<file path="src/common/afesc_pkg.sv">
// Constants, register map and types of the serial control register bank
// Overview of operation
// - Command is 10 address bits, 6 data bits
// - Addresses 0x000 to 0x00D select fourteen registers
// - Update bit clear: immediate; set: wait strobe
// - Edge bit picks rising or falling strobe edge
// - Edge bit set forces strobe-timed updates
// - Bits 3-5 set clamp and sample polarities
// - Standby bit 0 stops whole device
// - Converter standby bits default one; test bit
// - Output delay codes give 0/2/4/6 ns
// - Bit 4 tri-states the data outputs
// - Sample delay codes give 0 or 2 ns
// - Clamp target 16 plus 2 per step
// - Wider variants: 64+8n and 1024+128n
// - Shift on clock rise, latch on load rise
// - Address then data, both LSB first
// - Extra six-bit groups go to next address
package afesc_pkg;

   // ---------------------------------------------------------------
   // Frame format
   // ---------------------------------------------------------------
   localparam int ADDR_W   = 10;
   localparam int DATA_W   = 6;
   localparam int NUM_REGS = 14;
   localparam int CNT_W    = 4;
   localparam logic [CNT_W-1:0]  ADDR_LAST  = 4'h9;
   localparam logic [CNT_W-1:0]  DATA_LAST  = 4'h5;
   localparam logic [ADDR_W-1:0] ADDR_LIMIT = 10'h00e;

   // ---------------------------------------------------------------
   // Register indices
   // ---------------------------------------------------------------
   localparam int IDX_POL    = 0;
   localparam int IDX_SBY    = 1;
   localparam int IDX_OUT    = 2;
   localparam int IDX_SDLY   = 3;
   localparam int IDX_CLAMP  = 4;
   localparam int IDX_DEFECT = 5;
   localparam int IDX_DG_LO  = 6;
   localparam int IDX_DG_HI  = 7;
   localparam int IDX_AGAIN  = 8;
   localparam int IDX_POWER  = 9;
   localparam int IDX_AUX1_L = 10;
   localparam int IDX_AUX1_H = 11;
   localparam int IDX_AUX2_L = 12;
   localparam int IDX_AUX2_H = 13;

   // ---------------------------------------------------------------
   // Field positions
   // ---------------------------------------------------------------
   localparam int POL_BUF_BIT   = 1;
   localparam int POL_FALL_BIT  = 2;
   localparam int POL_DUMMY_BIT = 3;
   localparam int POL_BLACK_BIT = 4;
   localparam int POL_SAMP_BIT  = 5;
   localparam int SBY_ALL_BIT   = 0;
   localparam int SBY_AUX1_BIT  = 1;
   localparam int SBY_AUX2_BIT  = 2;
   localparam int SBY_TEST_BIT  = 3;
   localparam int OUT_HIZ_BIT   = 4;
   localparam int DELAY_STEP_NS = 2;

   // ---------------------------------------------------------------
   // Writable bits and reset values, index 13 leftmost
   // ---------------------------------------------------------------
   localparam logic [NUM_REGS-1:0][DATA_W-1:0] REG_MASK = {
      6'h07, 6'h3f, 6'h07, 6'h3f, 6'h3f, 6'h0f, 6'h1f,
      6'h3f, 6'h3f, 6'h3f, 6'h07, 6'h37, 6'h1f, 6'h3e};
   localparam logic [NUM_REGS-1:0][DATA_W-1:0] REG_RST = {
      6'h00, 6'h00, 6'h00, 6'h00, 6'h00, 6'h00, 6'h03,
      6'h00, 6'h3f, 6'h08, 6'h00, 6'h00, 6'h06, 6'h00};

   // ---------------------------------------------------------------
   // Clamp level per variant
   // ---------------------------------------------------------------
   localparam logic [4:0]  CLAMP_DEF_CODE = 5'h08;
   localparam logic [15:0] CLAMP_BASE_10  = 16'h0010;
   localparam logic [15:0] CLAMP_STEP_10  = 16'h0002;
   localparam logic [15:0] CLAMP_DEF_10   = 16'h0020;
   localparam logic [15:0] CLAMP_BASE_12  = 16'h0040;
   localparam logic [15:0] CLAMP_STEP_12  = 16'h0008;
   localparam logic [15:0] CLAMP_DEF_12   = 16'h0080;
   localparam logic [15:0] CLAMP_BASE_16  = 16'h0400;
   localparam logic [15:0] CLAMP_STEP_16  = 16'h0080;
   localparam logic [15:0] CLAMP_DEF_16   = 16'h0800;

   typedef enum logic [1:0] {
      RX_ADDR = 2'b00,
      RX_DATA = 2'b01,
      RX_HOLD = 2'b11,
      RX_CONT = 2'b10
   } afesc_rx_state_e;

endpackage

</file>
<file path="src/common/afesc_wr_if.sv">
// Write strobes from the serial receiver to the register bank
`timescale 1ns/1ps
interface afesc_wr_if;
   logic                          wr_valid;
   logic                          wr_cont;
   logic [afesc_pkg::ADDR_W-1:0]  wr_addr;
   logic [afesc_pkg::DATA_W-1:0]  wr_data;
   logic                          upd_rise;
   logic                          upd_fall;
   modport rx   (output wr_valid, wr_cont, wr_addr, wr_data,
                 upd_rise, upd_fall);
   modport bank (input  wr_valid, wr_cont, wr_addr, wr_data,
                 upd_rise, upd_fall);
endinterface

</file>
<file path="src/afesc_regs.sv">
// Serial control register bank with strobe-timed update buffer
`timescale 1ns/1ps
module afesc_regs #(
   parameter int ADC_BITS = 10
) (
   input  wire logic        sys_clk,
   input  wire logic        srst,
   input  wire logic        serial_clk,
   input  wire logic        serial_in,
   input  wire logic        serial_load_strobe,
   input  wire logic        update_strobe,
   output logic             update_buffered,
   output logic             dummy_clamp_pol_high,
   output logic             black_clamp_pol_high,
   output logic             sample_pol_high,
   output logic             standby_all,
   output logic             standby_aux1,
   output logic             standby_aux2,
   output logic             test_enable,
   output logic [2:0]       data_delay_ns,
   output logic             data_out_hiz,
   output logic [1:0]       level_delay_sel,
   output logic [4:0]       clamp_code,
   output logic [15:0]      clamp_target,
   output logic [5:0]       defect_reject_level,
   output logic [9:0]       digital_gain,
   output logic [3:0]       analog_gain,
   output logic [5:0]       power_trim,
   output logic [7:0]       aux1_code,
   output logic [7:0]       aux2_code
);
   localparam int DW = afesc_pkg::DATA_W;
   localparam int NR = afesc_pkg::NUM_REGS;

   // ---------------------------------------------------------------
   // Clamp level per variant
   // ---------------------------------------------------------------
   localparam logic [15:0] CL_BASE = (ADC_BITS == 16) ?
      afesc_pkg::CLAMP_BASE_16 : (ADC_BITS == 12) ?
      afesc_pkg::CLAMP_BASE_12 : afesc_pkg::CLAMP_BASE_10;
   localparam logic [15:0] CL_STEP = (ADC_BITS == 16) ?
      afesc_pkg::CLAMP_STEP_16 : (ADC_BITS == 12) ?
      afesc_pkg::CLAMP_STEP_12 : afesc_pkg::CLAMP_STEP_10;
   localparam logic [15:0] CL_DEF = (ADC_BITS == 16) ?
      afesc_pkg::CLAMP_DEF_16 : (ADC_BITS == 12) ?
      afesc_pkg::CLAMP_DEF_12 : afesc_pkg::CLAMP_DEF_10;

   // Base plus step per code; widest case 4992 fits 16 bits
   function automatic logic [15:0] clamp_level(input logic [4:0] code);
      logic [31:0] prod;
      prod        = CL_STEP * {27'h000_0000, code};
      clamp_level = CL_BASE + prod[15:0];
   endfunction

   // ---------------------------------------------------------------
   // Serial receiver
   // ---------------------------------------------------------------
   afesc_wr_if wr ();

   afesc_serial_rx u_rx (
      .sys_clk            (sys_clk),
      .srst               (srst),
      .serial_clk         (serial_clk),
      .serial_in          (serial_in),
      .serial_load_strobe (serial_load_strobe),
      .update_strobe      (update_strobe),
      .wr                 (wr.rx)
   );

   // ---------------------------------------------------------------
   // Register bank
   // ---------------------------------------------------------------
   logic [DW-1:0] act_ff [NR];
   logic [DW-1:0] nxt_act [NR];
   logic [DW-1:0] stg_ff [NR];
   logic [DW-1:0] nxt_stg [NR];
   logic [NR-1:0] pend_ff;
   logic [NR-1:0] nxt_pend;
   logic          wr_hit;
   logic [3:0]    wr_idx;
   logic [DW-1:0] wr_masked;
   logic          buffered;
   logic          upd_edge;

   // Out-of-range addresses are dropped, nothing is stored
   assign wr_hit    = wr.wr_valid &&
                      (wr.wr_addr < afesc_pkg::ADDR_LIMIT);
   assign wr_idx    = wr.wr_addr[3:0];
   assign wr_masked = wr.wr_data &
                      afesc_pkg::REG_MASK[wr_idx];

   // Edge bit alone is enough to select buffered updates
   assign buffered = act_ff[afesc_pkg::IDX_POL][afesc_pkg::POL_BUF_BIT] |
                     act_ff[afesc_pkg::IDX_POL][afesc_pkg::POL_FALL_BIT];
   assign upd_edge = act_ff[afesc_pkg::IDX_POL][afesc_pkg::POL_FALL_BIT]
                     ? wr.upd_fall : wr.upd_rise;

   // Strobe edge applies older staged words; a write in the same
   // cycle stays pending so it is not lost
   always_comb begin
      nxt_act  = act_ff;
      nxt_stg  = stg_ff;
      nxt_pend = pend_ff;
      if (buffered && upd_edge) begin
         for (int i = 0; i < NR; i++) begin
            if (pend_ff[i]) begin
               nxt_act[i] = stg_ff[i];
            end
         end
         nxt_pend = '0;
      end
      if (wr_hit) begin
         nxt_stg[wr_idx] = wr_masked;
         if (buffered) begin
            nxt_pend[wr_idx] = 1'b1;
         end else begin
            nxt_act[wr_idx] = wr_masked;
         end
      end
   end

   // Defaults on reset for live and staged copies
   always_ff @(posedge sys_clk) begin
      if (srst) begin
         for (int i = 0; i < NR; i++) begin
            act_ff[i] <= afesc_pkg::REG_RST[i];
            stg_ff[i] <= afesc_pkg::REG_RST[i];
         end
         pend_ff <= '0;
      end else begin
         act_ff  <= nxt_act;
         stg_ff  <= nxt_stg;
         pend_ff <= nxt_pend;
      end
   end

   // ---------------------------------------------------------------
   // Derived clamp target
   // ---------------------------------------------------------------
   logic [15:0] clamp_target_ff;
   logic [15:0] nxt_clamp_target;

   // Registered so the target never glitches while code changes
   always_comb begin
      nxt_clamp_target =
         clamp_level(act_ff[afesc_pkg::IDX_CLAMP][4:0]);
   end

   always_ff @(posedge sys_clk) begin
      if (srst) begin
         clamp_target_ff <= CL_DEF;
      end else begin
         clamp_target_ff <= nxt_clamp_target;
      end
   end

   // ---------------------------------------------------------------
   // Field outputs straight from the live registers, clamp target registered
   // ---------------------------------------------------------------
   assign update_buffered      = buffered;
   assign dummy_clamp_pol_high =
      act_ff[afesc_pkg::IDX_POL][afesc_pkg::POL_DUMMY_BIT];
   assign black_clamp_pol_high =
      act_ff[afesc_pkg::IDX_POL][afesc_pkg::POL_BLACK_BIT];
   assign sample_pol_high      =
      act_ff[afesc_pkg::IDX_POL][afesc_pkg::POL_SAMP_BIT];
   assign standby_all          =
      act_ff[afesc_pkg::IDX_SBY][afesc_pkg::SBY_ALL_BIT];
   assign standby_aux1         =
      act_ff[afesc_pkg::IDX_SBY][afesc_pkg::SBY_AUX1_BIT];
   assign standby_aux2         =
      act_ff[afesc_pkg::IDX_SBY][afesc_pkg::SBY_AUX2_BIT];
   assign test_enable          =
      act_ff[afesc_pkg::IDX_SBY][afesc_pkg::SBY_TEST_BIT];
   // Code times step gives the delay in ns
   assign data_delay_ns = 3'(act_ff[afesc_pkg::IDX_OUT][1:0] *
                             afesc_pkg::DELAY_STEP_NS);
   assign data_out_hiz         =
      act_ff[afesc_pkg::IDX_OUT][afesc_pkg::OUT_HIZ_BIT];
   // Codes 10 and 11 pass through unchecked; host must avoid them
   assign level_delay_sel = act_ff[afesc_pkg::IDX_SDLY][1:0];
   assign clamp_code      = act_ff[afesc_pkg::IDX_CLAMP][4:0];
   assign clamp_target    = clamp_target_ff;
   assign defect_reject_level = act_ff[afesc_pkg::IDX_DEFECT];
   assign digital_gain    = {act_ff[afesc_pkg::IDX_DG_HI][3:0],
                             act_ff[afesc_pkg::IDX_DG_LO]};
   assign analog_gain     = act_ff[afesc_pkg::IDX_AGAIN][3:0];
   assign power_trim      = act_ff[afesc_pkg::IDX_POWER];
   assign aux1_code       = {act_ff[afesc_pkg::IDX_AUX1_H][1:0],
                             act_ff[afesc_pkg::IDX_AUX1_L]};
   assign aux2_code       = {act_ff[afesc_pkg::IDX_AUX2_H][1:0],
                             act_ff[afesc_pkg::IDX_AUX2_L]};

   // ---------------------------------------------------------------
   // Checks
   // ---------------------------------------------------------------
   logic [DW-1:0]                act_at_wr;
   logic                         fz_ok;
   logic [afesc_pkg::ADDR_W-1:0] last_addr_ff;

   assign act_at_wr = act_ff[wr_idx];

   // Every live word must be clean of non-writable bits
   always_comb begin
      fz_ok = 1'b1;
      for (int i = 0; i < NR; i++) begin
         if ((act_ff[i] & ~afesc_pkg::REG_MASK[i]) != '0) begin
            fz_ok = 1'b0;
         end
      end
   end

   // Address of the previous write, for the step check
   always_ff @(posedge sys_clk) begin
      if (srst) begin
         last_addr_ff <= '0;
      end else if (wr.wr_valid) begin
         last_addr_ff <= wr.wr_addr;
      end
   end

   // Top clamp code as base plus a full span of steps less one
   localparam logic [15:0] CL_TOP =
      16'(CL_BASE + (CL_STEP << $bits(clamp_code)) - CL_STEP);
endmodule

</file>
<file path="src/afesc_serial_rx.sv">
// Three-wire serial receiver: pin sync, shifting, word strobes
`timescale 1ns/1ps
module afesc_serial_rx (
   input  wire logic sys_clk,
   input  wire logic srst,
   input  wire logic serial_clk,
   input  wire logic serial_in,
   input  wire logic serial_load_strobe,
   input  wire logic update_strobe,
   afesc_wr_if.rx    wr
);
   // ---------------------------------------------------------------
   // Pin synchronisers
   // ---------------------------------------------------------------
   logic [3:0] sync1_ff;
   logic [3:0] sync2_ff;
   logic [3:0] prev_ff;
   logic       sclk_rise;
   logic       load_lvl;
   logic       load_rise;
   logic       sdat;

   // Two stages per pin; edges only from the second stage
   always_ff @(posedge sys_clk) begin
      if (srst) begin
         sync1_ff <= 4'h0;
         sync2_ff <= 4'h0;
         prev_ff  <= 4'h0;
      end else begin
         sync1_ff <= {update_strobe, serial_load_strobe, serial_in,
                      serial_clk};
         sync2_ff <= sync1_ff;
         prev_ff  <= sync2_ff;
      end
   end

   assign sclk_rise   = sync2_ff[0] & ~prev_ff[0];
   assign sdat        = sync2_ff[1];
   assign load_lvl    = sync2_ff[2];
   assign load_rise   = sync2_ff[2] & ~prev_ff[2];
   assign wr.upd_rise = sync2_ff[3] & ~prev_ff[3];
   assign wr.upd_fall = ~sync2_ff[3] & prev_ff[3];

   // ---------------------------------------------------------------
   // Frame assembly
   // ---------------------------------------------------------------
   afesc_pkg::afesc_rx_state_e       state_ff, nxt_state;
   logic [afesc_pkg::CNT_W-1:0]      cnt_ff, nxt_cnt;
   logic [afesc_pkg::ADDR_W-1:0]     addr_ff, nxt_addr;
   logic [afesc_pkg::DATA_W-1:0]     data_ff, nxt_data;
   logic                             wv_ff, nxt_wv;
   logic                             wc_ff, nxt_wc;
   logic [afesc_pkg::ADDR_W-1:0]     wa_ff, nxt_wa;
   logic [afesc_pkg::DATA_W-1:0]     wd_ff, nxt_wd;

   // Load high aborts any partial group, so a short tail is dropped
   always_comb begin
      logic [afesc_pkg::DATA_W-1:0] shifted;
      shifted   = {sdat, data_ff[afesc_pkg::DATA_W-1:1]};
      nxt_state = state_ff;
      nxt_cnt   = cnt_ff;
      nxt_addr  = addr_ff;
      nxt_data  = data_ff;
      nxt_wv    = 1'b0;
      nxt_wc    = 1'b0;
      nxt_wa    = wa_ff;
      nxt_wd    = wd_ff;
      if (load_lvl) begin
         nxt_state = afesc_pkg::RX_ADDR;
         nxt_cnt   = '0;
         if (load_rise && state_ff == afesc_pkg::RX_HOLD) begin
            nxt_wv = 1'b1;
            nxt_wa = addr_ff;
            nxt_wd = data_ff;
         end
      end else if (sclk_rise) begin
         case (state_ff)
            afesc_pkg::RX_ADDR: begin
               nxt_addr = {sdat, addr_ff[afesc_pkg::ADDR_W-1:1]};
               nxt_cnt  = cnt_ff + 4'h1;
               if (cnt_ff == afesc_pkg::ADDR_LAST) begin
                  nxt_state = afesc_pkg::RX_DATA;
                  nxt_cnt   = '0;
               end
            end
            afesc_pkg::RX_DATA: begin
               nxt_data = shifted;
               nxt_cnt  = cnt_ff + 4'h1;
               if (cnt_ff == afesc_pkg::DATA_LAST) begin
                  nxt_state = afesc_pkg::RX_HOLD;
                  nxt_cnt   = '0;
               end
            end
            afesc_pkg::RX_HOLD: begin
               // A 17th bit means continuous mode: commit first word
               nxt_wv    = 1'b1;
               nxt_wa    = addr_ff;
               nxt_wd    = data_ff;
               nxt_addr  = addr_ff + 10'h001;
               nxt_data  = shifted;
               nxt_cnt   = 4'h1;
               nxt_state = afesc_pkg::RX_CONT;
            end
            afesc_pkg::RX_CONT: begin
               nxt_data = shifted;
               nxt_cnt  = cnt_ff + 4'h1;
               if (cnt_ff == afesc_pkg::DATA_LAST) begin
                  nxt_wv   = 1'b1;
                  nxt_wc   = 1'b1;
                  nxt_wa   = addr_ff;
                  nxt_wd   = shifted;
                  nxt_addr = addr_ff + 10'h001;
                  nxt_cnt  = '0;
               end
            end
            default: nxt_state = afesc_pkg::RX_ADDR;
         endcase
      end
   end

   // Registered strobes keep word data glitch free
   always_ff @(posedge sys_clk) begin
      if (srst) begin
         state_ff <= afesc_pkg::RX_ADDR;
         cnt_ff   <= '0;
         addr_ff  <= '0;
         data_ff  <= '0;
         wv_ff    <= 1'b0;
         wc_ff    <= 1'b0;
         wa_ff    <= '0;
         wd_ff    <= '0;
      end else begin
         state_ff <= nxt_state;
         cnt_ff   <= nxt_cnt;
         addr_ff  <= nxt_addr;
         data_ff  <= nxt_data;
         wv_ff    <= nxt_wv;
         wc_ff    <= nxt_wc;
         wa_ff    <= nxt_wa;
         wd_ff    <= nxt_wd;
      end
   end

   assign wr.wr_valid = wv_ff;
   assign wr.wr_cont  = wc_ff;
   assign wr.wr_addr  = wa_ff;
   assign wr.wr_data  = wd_ff;

endmodule

</file>
<file path="config.mk">
export PLATFORM = sky130hd
export DESIGN_NAME = afesc_regs
export DESIGN_NICKNAME = d
export VERILOG_FILES = /design/src/common/afesc_pkg.sv /design/src/common/afesc_wr_if.sv /design/src/afesc_regs.sv /design/src/afesc_serial_rx.sv
export SDC_FILE = /design/constraint.sdc
export NUM_CORES = 1
export LEC_CHECK = 0
export BUFFER_PORTS_ARGS = -buffer_cell sky130_fd_sc_hd__buf_2
export CAP_MARGIN = 0
export CORE_MARGIN = 1
export CORE_UTILIZATION = 50
export DETAILED_ROUTE_END_ITERATION = 16
export PLACE_DENSITY_LB_ADDON = 0.1
export RECOVER_POWER = 50
export SLEW_MARGIN = 10
export SYNTH_ARGS = -nofsm -noshare
export SYNTH_HDL_FRONTEND = slang
export SYNTH_SLANG_ARGS = --single-unit
</file>
<file path="constraint.sdc">
create_clock -name sys_clk -period 2.9 [get_ports sys_clk]
set_clock_uncertainty 0.1 [all_clocks]
set_input_delay 0.29 -clock sys_clk [delete_from_list [all_inputs] [get_ports sys_clk]]
set_output_delay 0.29 -clock sys_clk [all_outputs]
set_load 0.02 [all_outputs]
</file>
==> flow_summary.toml <==
[status]
status = "finished, violations left"
violations = "max-capacitance violations, max-slew violations"

[critical_path]
start_kind = "flop"
arrival_ps = 2940
critPathBufInv = 2
crit_family = "simple AND/OR/NAND/NOR gates"
r2r_start = "act_ff[80]"
worst-endpoint-required_ps = 3120
worst_r2r_path_depth = 8
crit_path_cell_trace = "or2_2, clkbuf_1, nor2_1, nand2_1, nor3_2, clkbuf_1, mux2i_1, or2_2"
max_stage_delay_ps = 410
worstReg2RegEnd = "digital_gain[6]"
critPathCaptureType = "flop"
regToRegSetupSlack_ps = 180
path_class = "reg -> reg"
crit_slowest_cell = "clkbuf_1"
crit_fanout = 17

[power_and_ir_drop]
intPower_mw = 4.05
power_density_nw_per_um2 = 534
p_clk_share_pct = 45.3
p_seq_share_pct = 52.8
p_sw_mw = 1.08
vdd_drop_max_uv = 425
p_comb_share_pct = 1.9
swShare_pct = 21.0
leakagePower_nw = 3.35

[sta]
relSlewSlack_pct = -10.5
layout_min_cycle_time_ps = 2720
drv_slew = 85
worstMarginPinSlew_ps = 1660
rsz0062_at_grt = "no"
hold_viol_final = 0
fin_crit_sh_pct = 93.7
fmax_mhz = 368
worst_slack_ps = 183
fin_setup_tns_ps = 0
setup_viol = 0

[synth]
async_flop_share_pct = 0
synth-edff-count = 0
ys_seq_elements = 196
yosysSeqAreaShare_pct = 43.7
synth.distinct_cells = 63
yosys-top-cells-area = "dfxtp_1 (44%), mux2i_1 (8.0%), mux2_2 (6.3%)"
ys_warn_count = 0
yosysMostFrequentCell = "dfxtp_1"
synth_top_area_share_pct = 43.7
synth_top_cell_by_area = "dfxtp_1"
mappedNetlistArea_sq_um = 8970
postSynthAreaPerCell_sq_um = 9.01
synthTopCellsByCount = "dfxtp_1 (196), nor2_1 (141), nand2_1 (117)"
synth_cells = 996
synth_ff_type = "dfxtp_1"

[detailed_routing]
vias_per_cell = 5.32
routed_wl_um = 19600
wl_per_cell_um = 15.8
drt_iter0_drc = 420
vias = 6571
firstDrtPassIters = 5
ant_nets = 0
drc_errors = 0

[cts]
clockBufferDepth = 2
root_buffer = "clkbuf_16"
htree_levels = 4
cts_tree = "done"
cts_setup_buffers = 0
cts_buffers = 17
clkTransAtPathRegs_ps = 70
cts_sinks = 196
clock_latency_ps = 430

[place]
post_dp_cell_area_sq_um = 9110
dp_hpwl_um = 12800
gp_congestion = 0.806
pre_cts_ws_ps = 147
io_buffer_count = 71

[floorplan]
die_h_um = 136
start_util_pct = 51.5
core_area_sq_um = 17400
core.rowCount = 48
io_pins = 83
die_area_sq_um = 18500
die_w_um = 136

[final_layout]
antenna_cells = 0
drive_above_1_share_pct = 11.9
nets = 1019
design_area_sq_um = 9620
area_delta_synth_final_pct = 7.15

[grt]
track_usage_pct = 21.7
grt_pass1_wl_um = 31200
grt_pass1_vias = 5999
grt_overflow = 0
grt_max_degree = 86
antenna_found_initial = 0

[min_path]
holdCritStartpoint = "srst"
holdCritPathClass = "in -> reg"
whs_endpoint = "u_rx.data_ff[0]"
min_path_cells = 2

[run]
maxCapViolCount = 1
-- sequential cells by signal, summed over array words and instances, names as in the netlist, 5 cells and up, named ones only --
name,cells
aux1_code,8
u_rx.addr_ff,10
u_rx.data_ff,6
power_trim,6
clamp_code,5
u_rx.wr.wr_addr,10
pend_ff,14
clamp_target,6
aux2_code,8
u_rx.wr.wr_data,6
defect_reject_level,6
digital_gain,10
stg_ff,61
-- power by group through the flow --
stage               Combinational (mW)  Clock, mW  Sequential (mW)
finish                          0.0978       2.33             2.71
global route                     0.108       2.49             2.71
CTS                             0.0987       2.38             2.71
detailed placement              0.0944          0             2.77
global placement                0.0942          0             2.77
floorplan                       0.0870          0             2.77
-- area by class of cell --
cell class	count	area [sq um]
multi-input cells	682	4360
fillers	1631	7800
clock inverters	8	103
repair buffers	95	442
clock buffers	22	474
inverters	8	30.0
well taps	225	282
flip-flops and latches	196	3920
-- worst max path at each step --
stage | startpoint | endpoint | slack [ps] | cells after the start
after floorplan | u_rx.state_ff[0] | flop | 340 | 12
after global placement | u_rx.state_ff[0] | flop | 200 | 11
after detailed placement | u_rx.state_ff[0] | flop | 150 | 11
after CTS | u_rx.state_ff[0] | flop | 120 | 11
after global routing | u_rx.cnt_ff[0] | flop | 10 | 10
final | act_ff[80] | digital_gain[6] | 180 | 8
-- layout by cell type, fill, tap and decap left out, drive strengths merged, types with 10 or more instances in the layout --
cell type	n
dfxtp	196
nor2	146
nand2	117
clkbuf	95
mux2i	73
a21oi	51
mux2	50
a211oi	42
nor2b	25
o21ai	22
buf	18
a22oi	16
nor3	14
ha	13
a211o	11
conb	11
or2	10
-- cell families after synthesis --
| kind of cell | after synthesis | share of synthesized area (%) |
|---|---|---|
| compound gates | 168 | 12.6 |
| fa+ha+maj | 13 | 1.81 |
| buf+inv | 128 | 8.18 |
| flops | 196 | 43.7 |
| mux | 123 | 14.5 |
| other cells | 1 | 0.0418 |
| simple gates | 367 | 19.2 |
-- through the flow --
| stage | total power, mW | hold WS [ps] | utilization, % | cells |
|---|---|---|---|---|
| after floorplan | 2.86 | 314 | - | 1006 |
| after global placement | 2.87 | 316 | 52.3 | 1202 |
| after detailed placement | 2.87 | 333 | 52.3 | 1202 |
| after CTS | 5.19 | 60.1 | 55.8 | 1236 |
| after global routing | 5.31 | 65.8 | 55.2 | 1236 |
| final | 5.13 | 72.9 | 55.2 | 1236 |
-- metal layers --
layer / GRT usage [%] / share of wire (%)
met1: 29.4 / 49
met2: 34.3 / 46
met3: 4.18 / 3.3
met4: 7.41 / 1.4
met5: 0 / 0
-- timing repair --
item,CTS,global route
resized for setup,0,3
endpoints found under the setup margin,0,3
hold endpoints to repair,4,0
hold buffers,4,0
No activity file was read; power rests on OpenSTA's default activity.
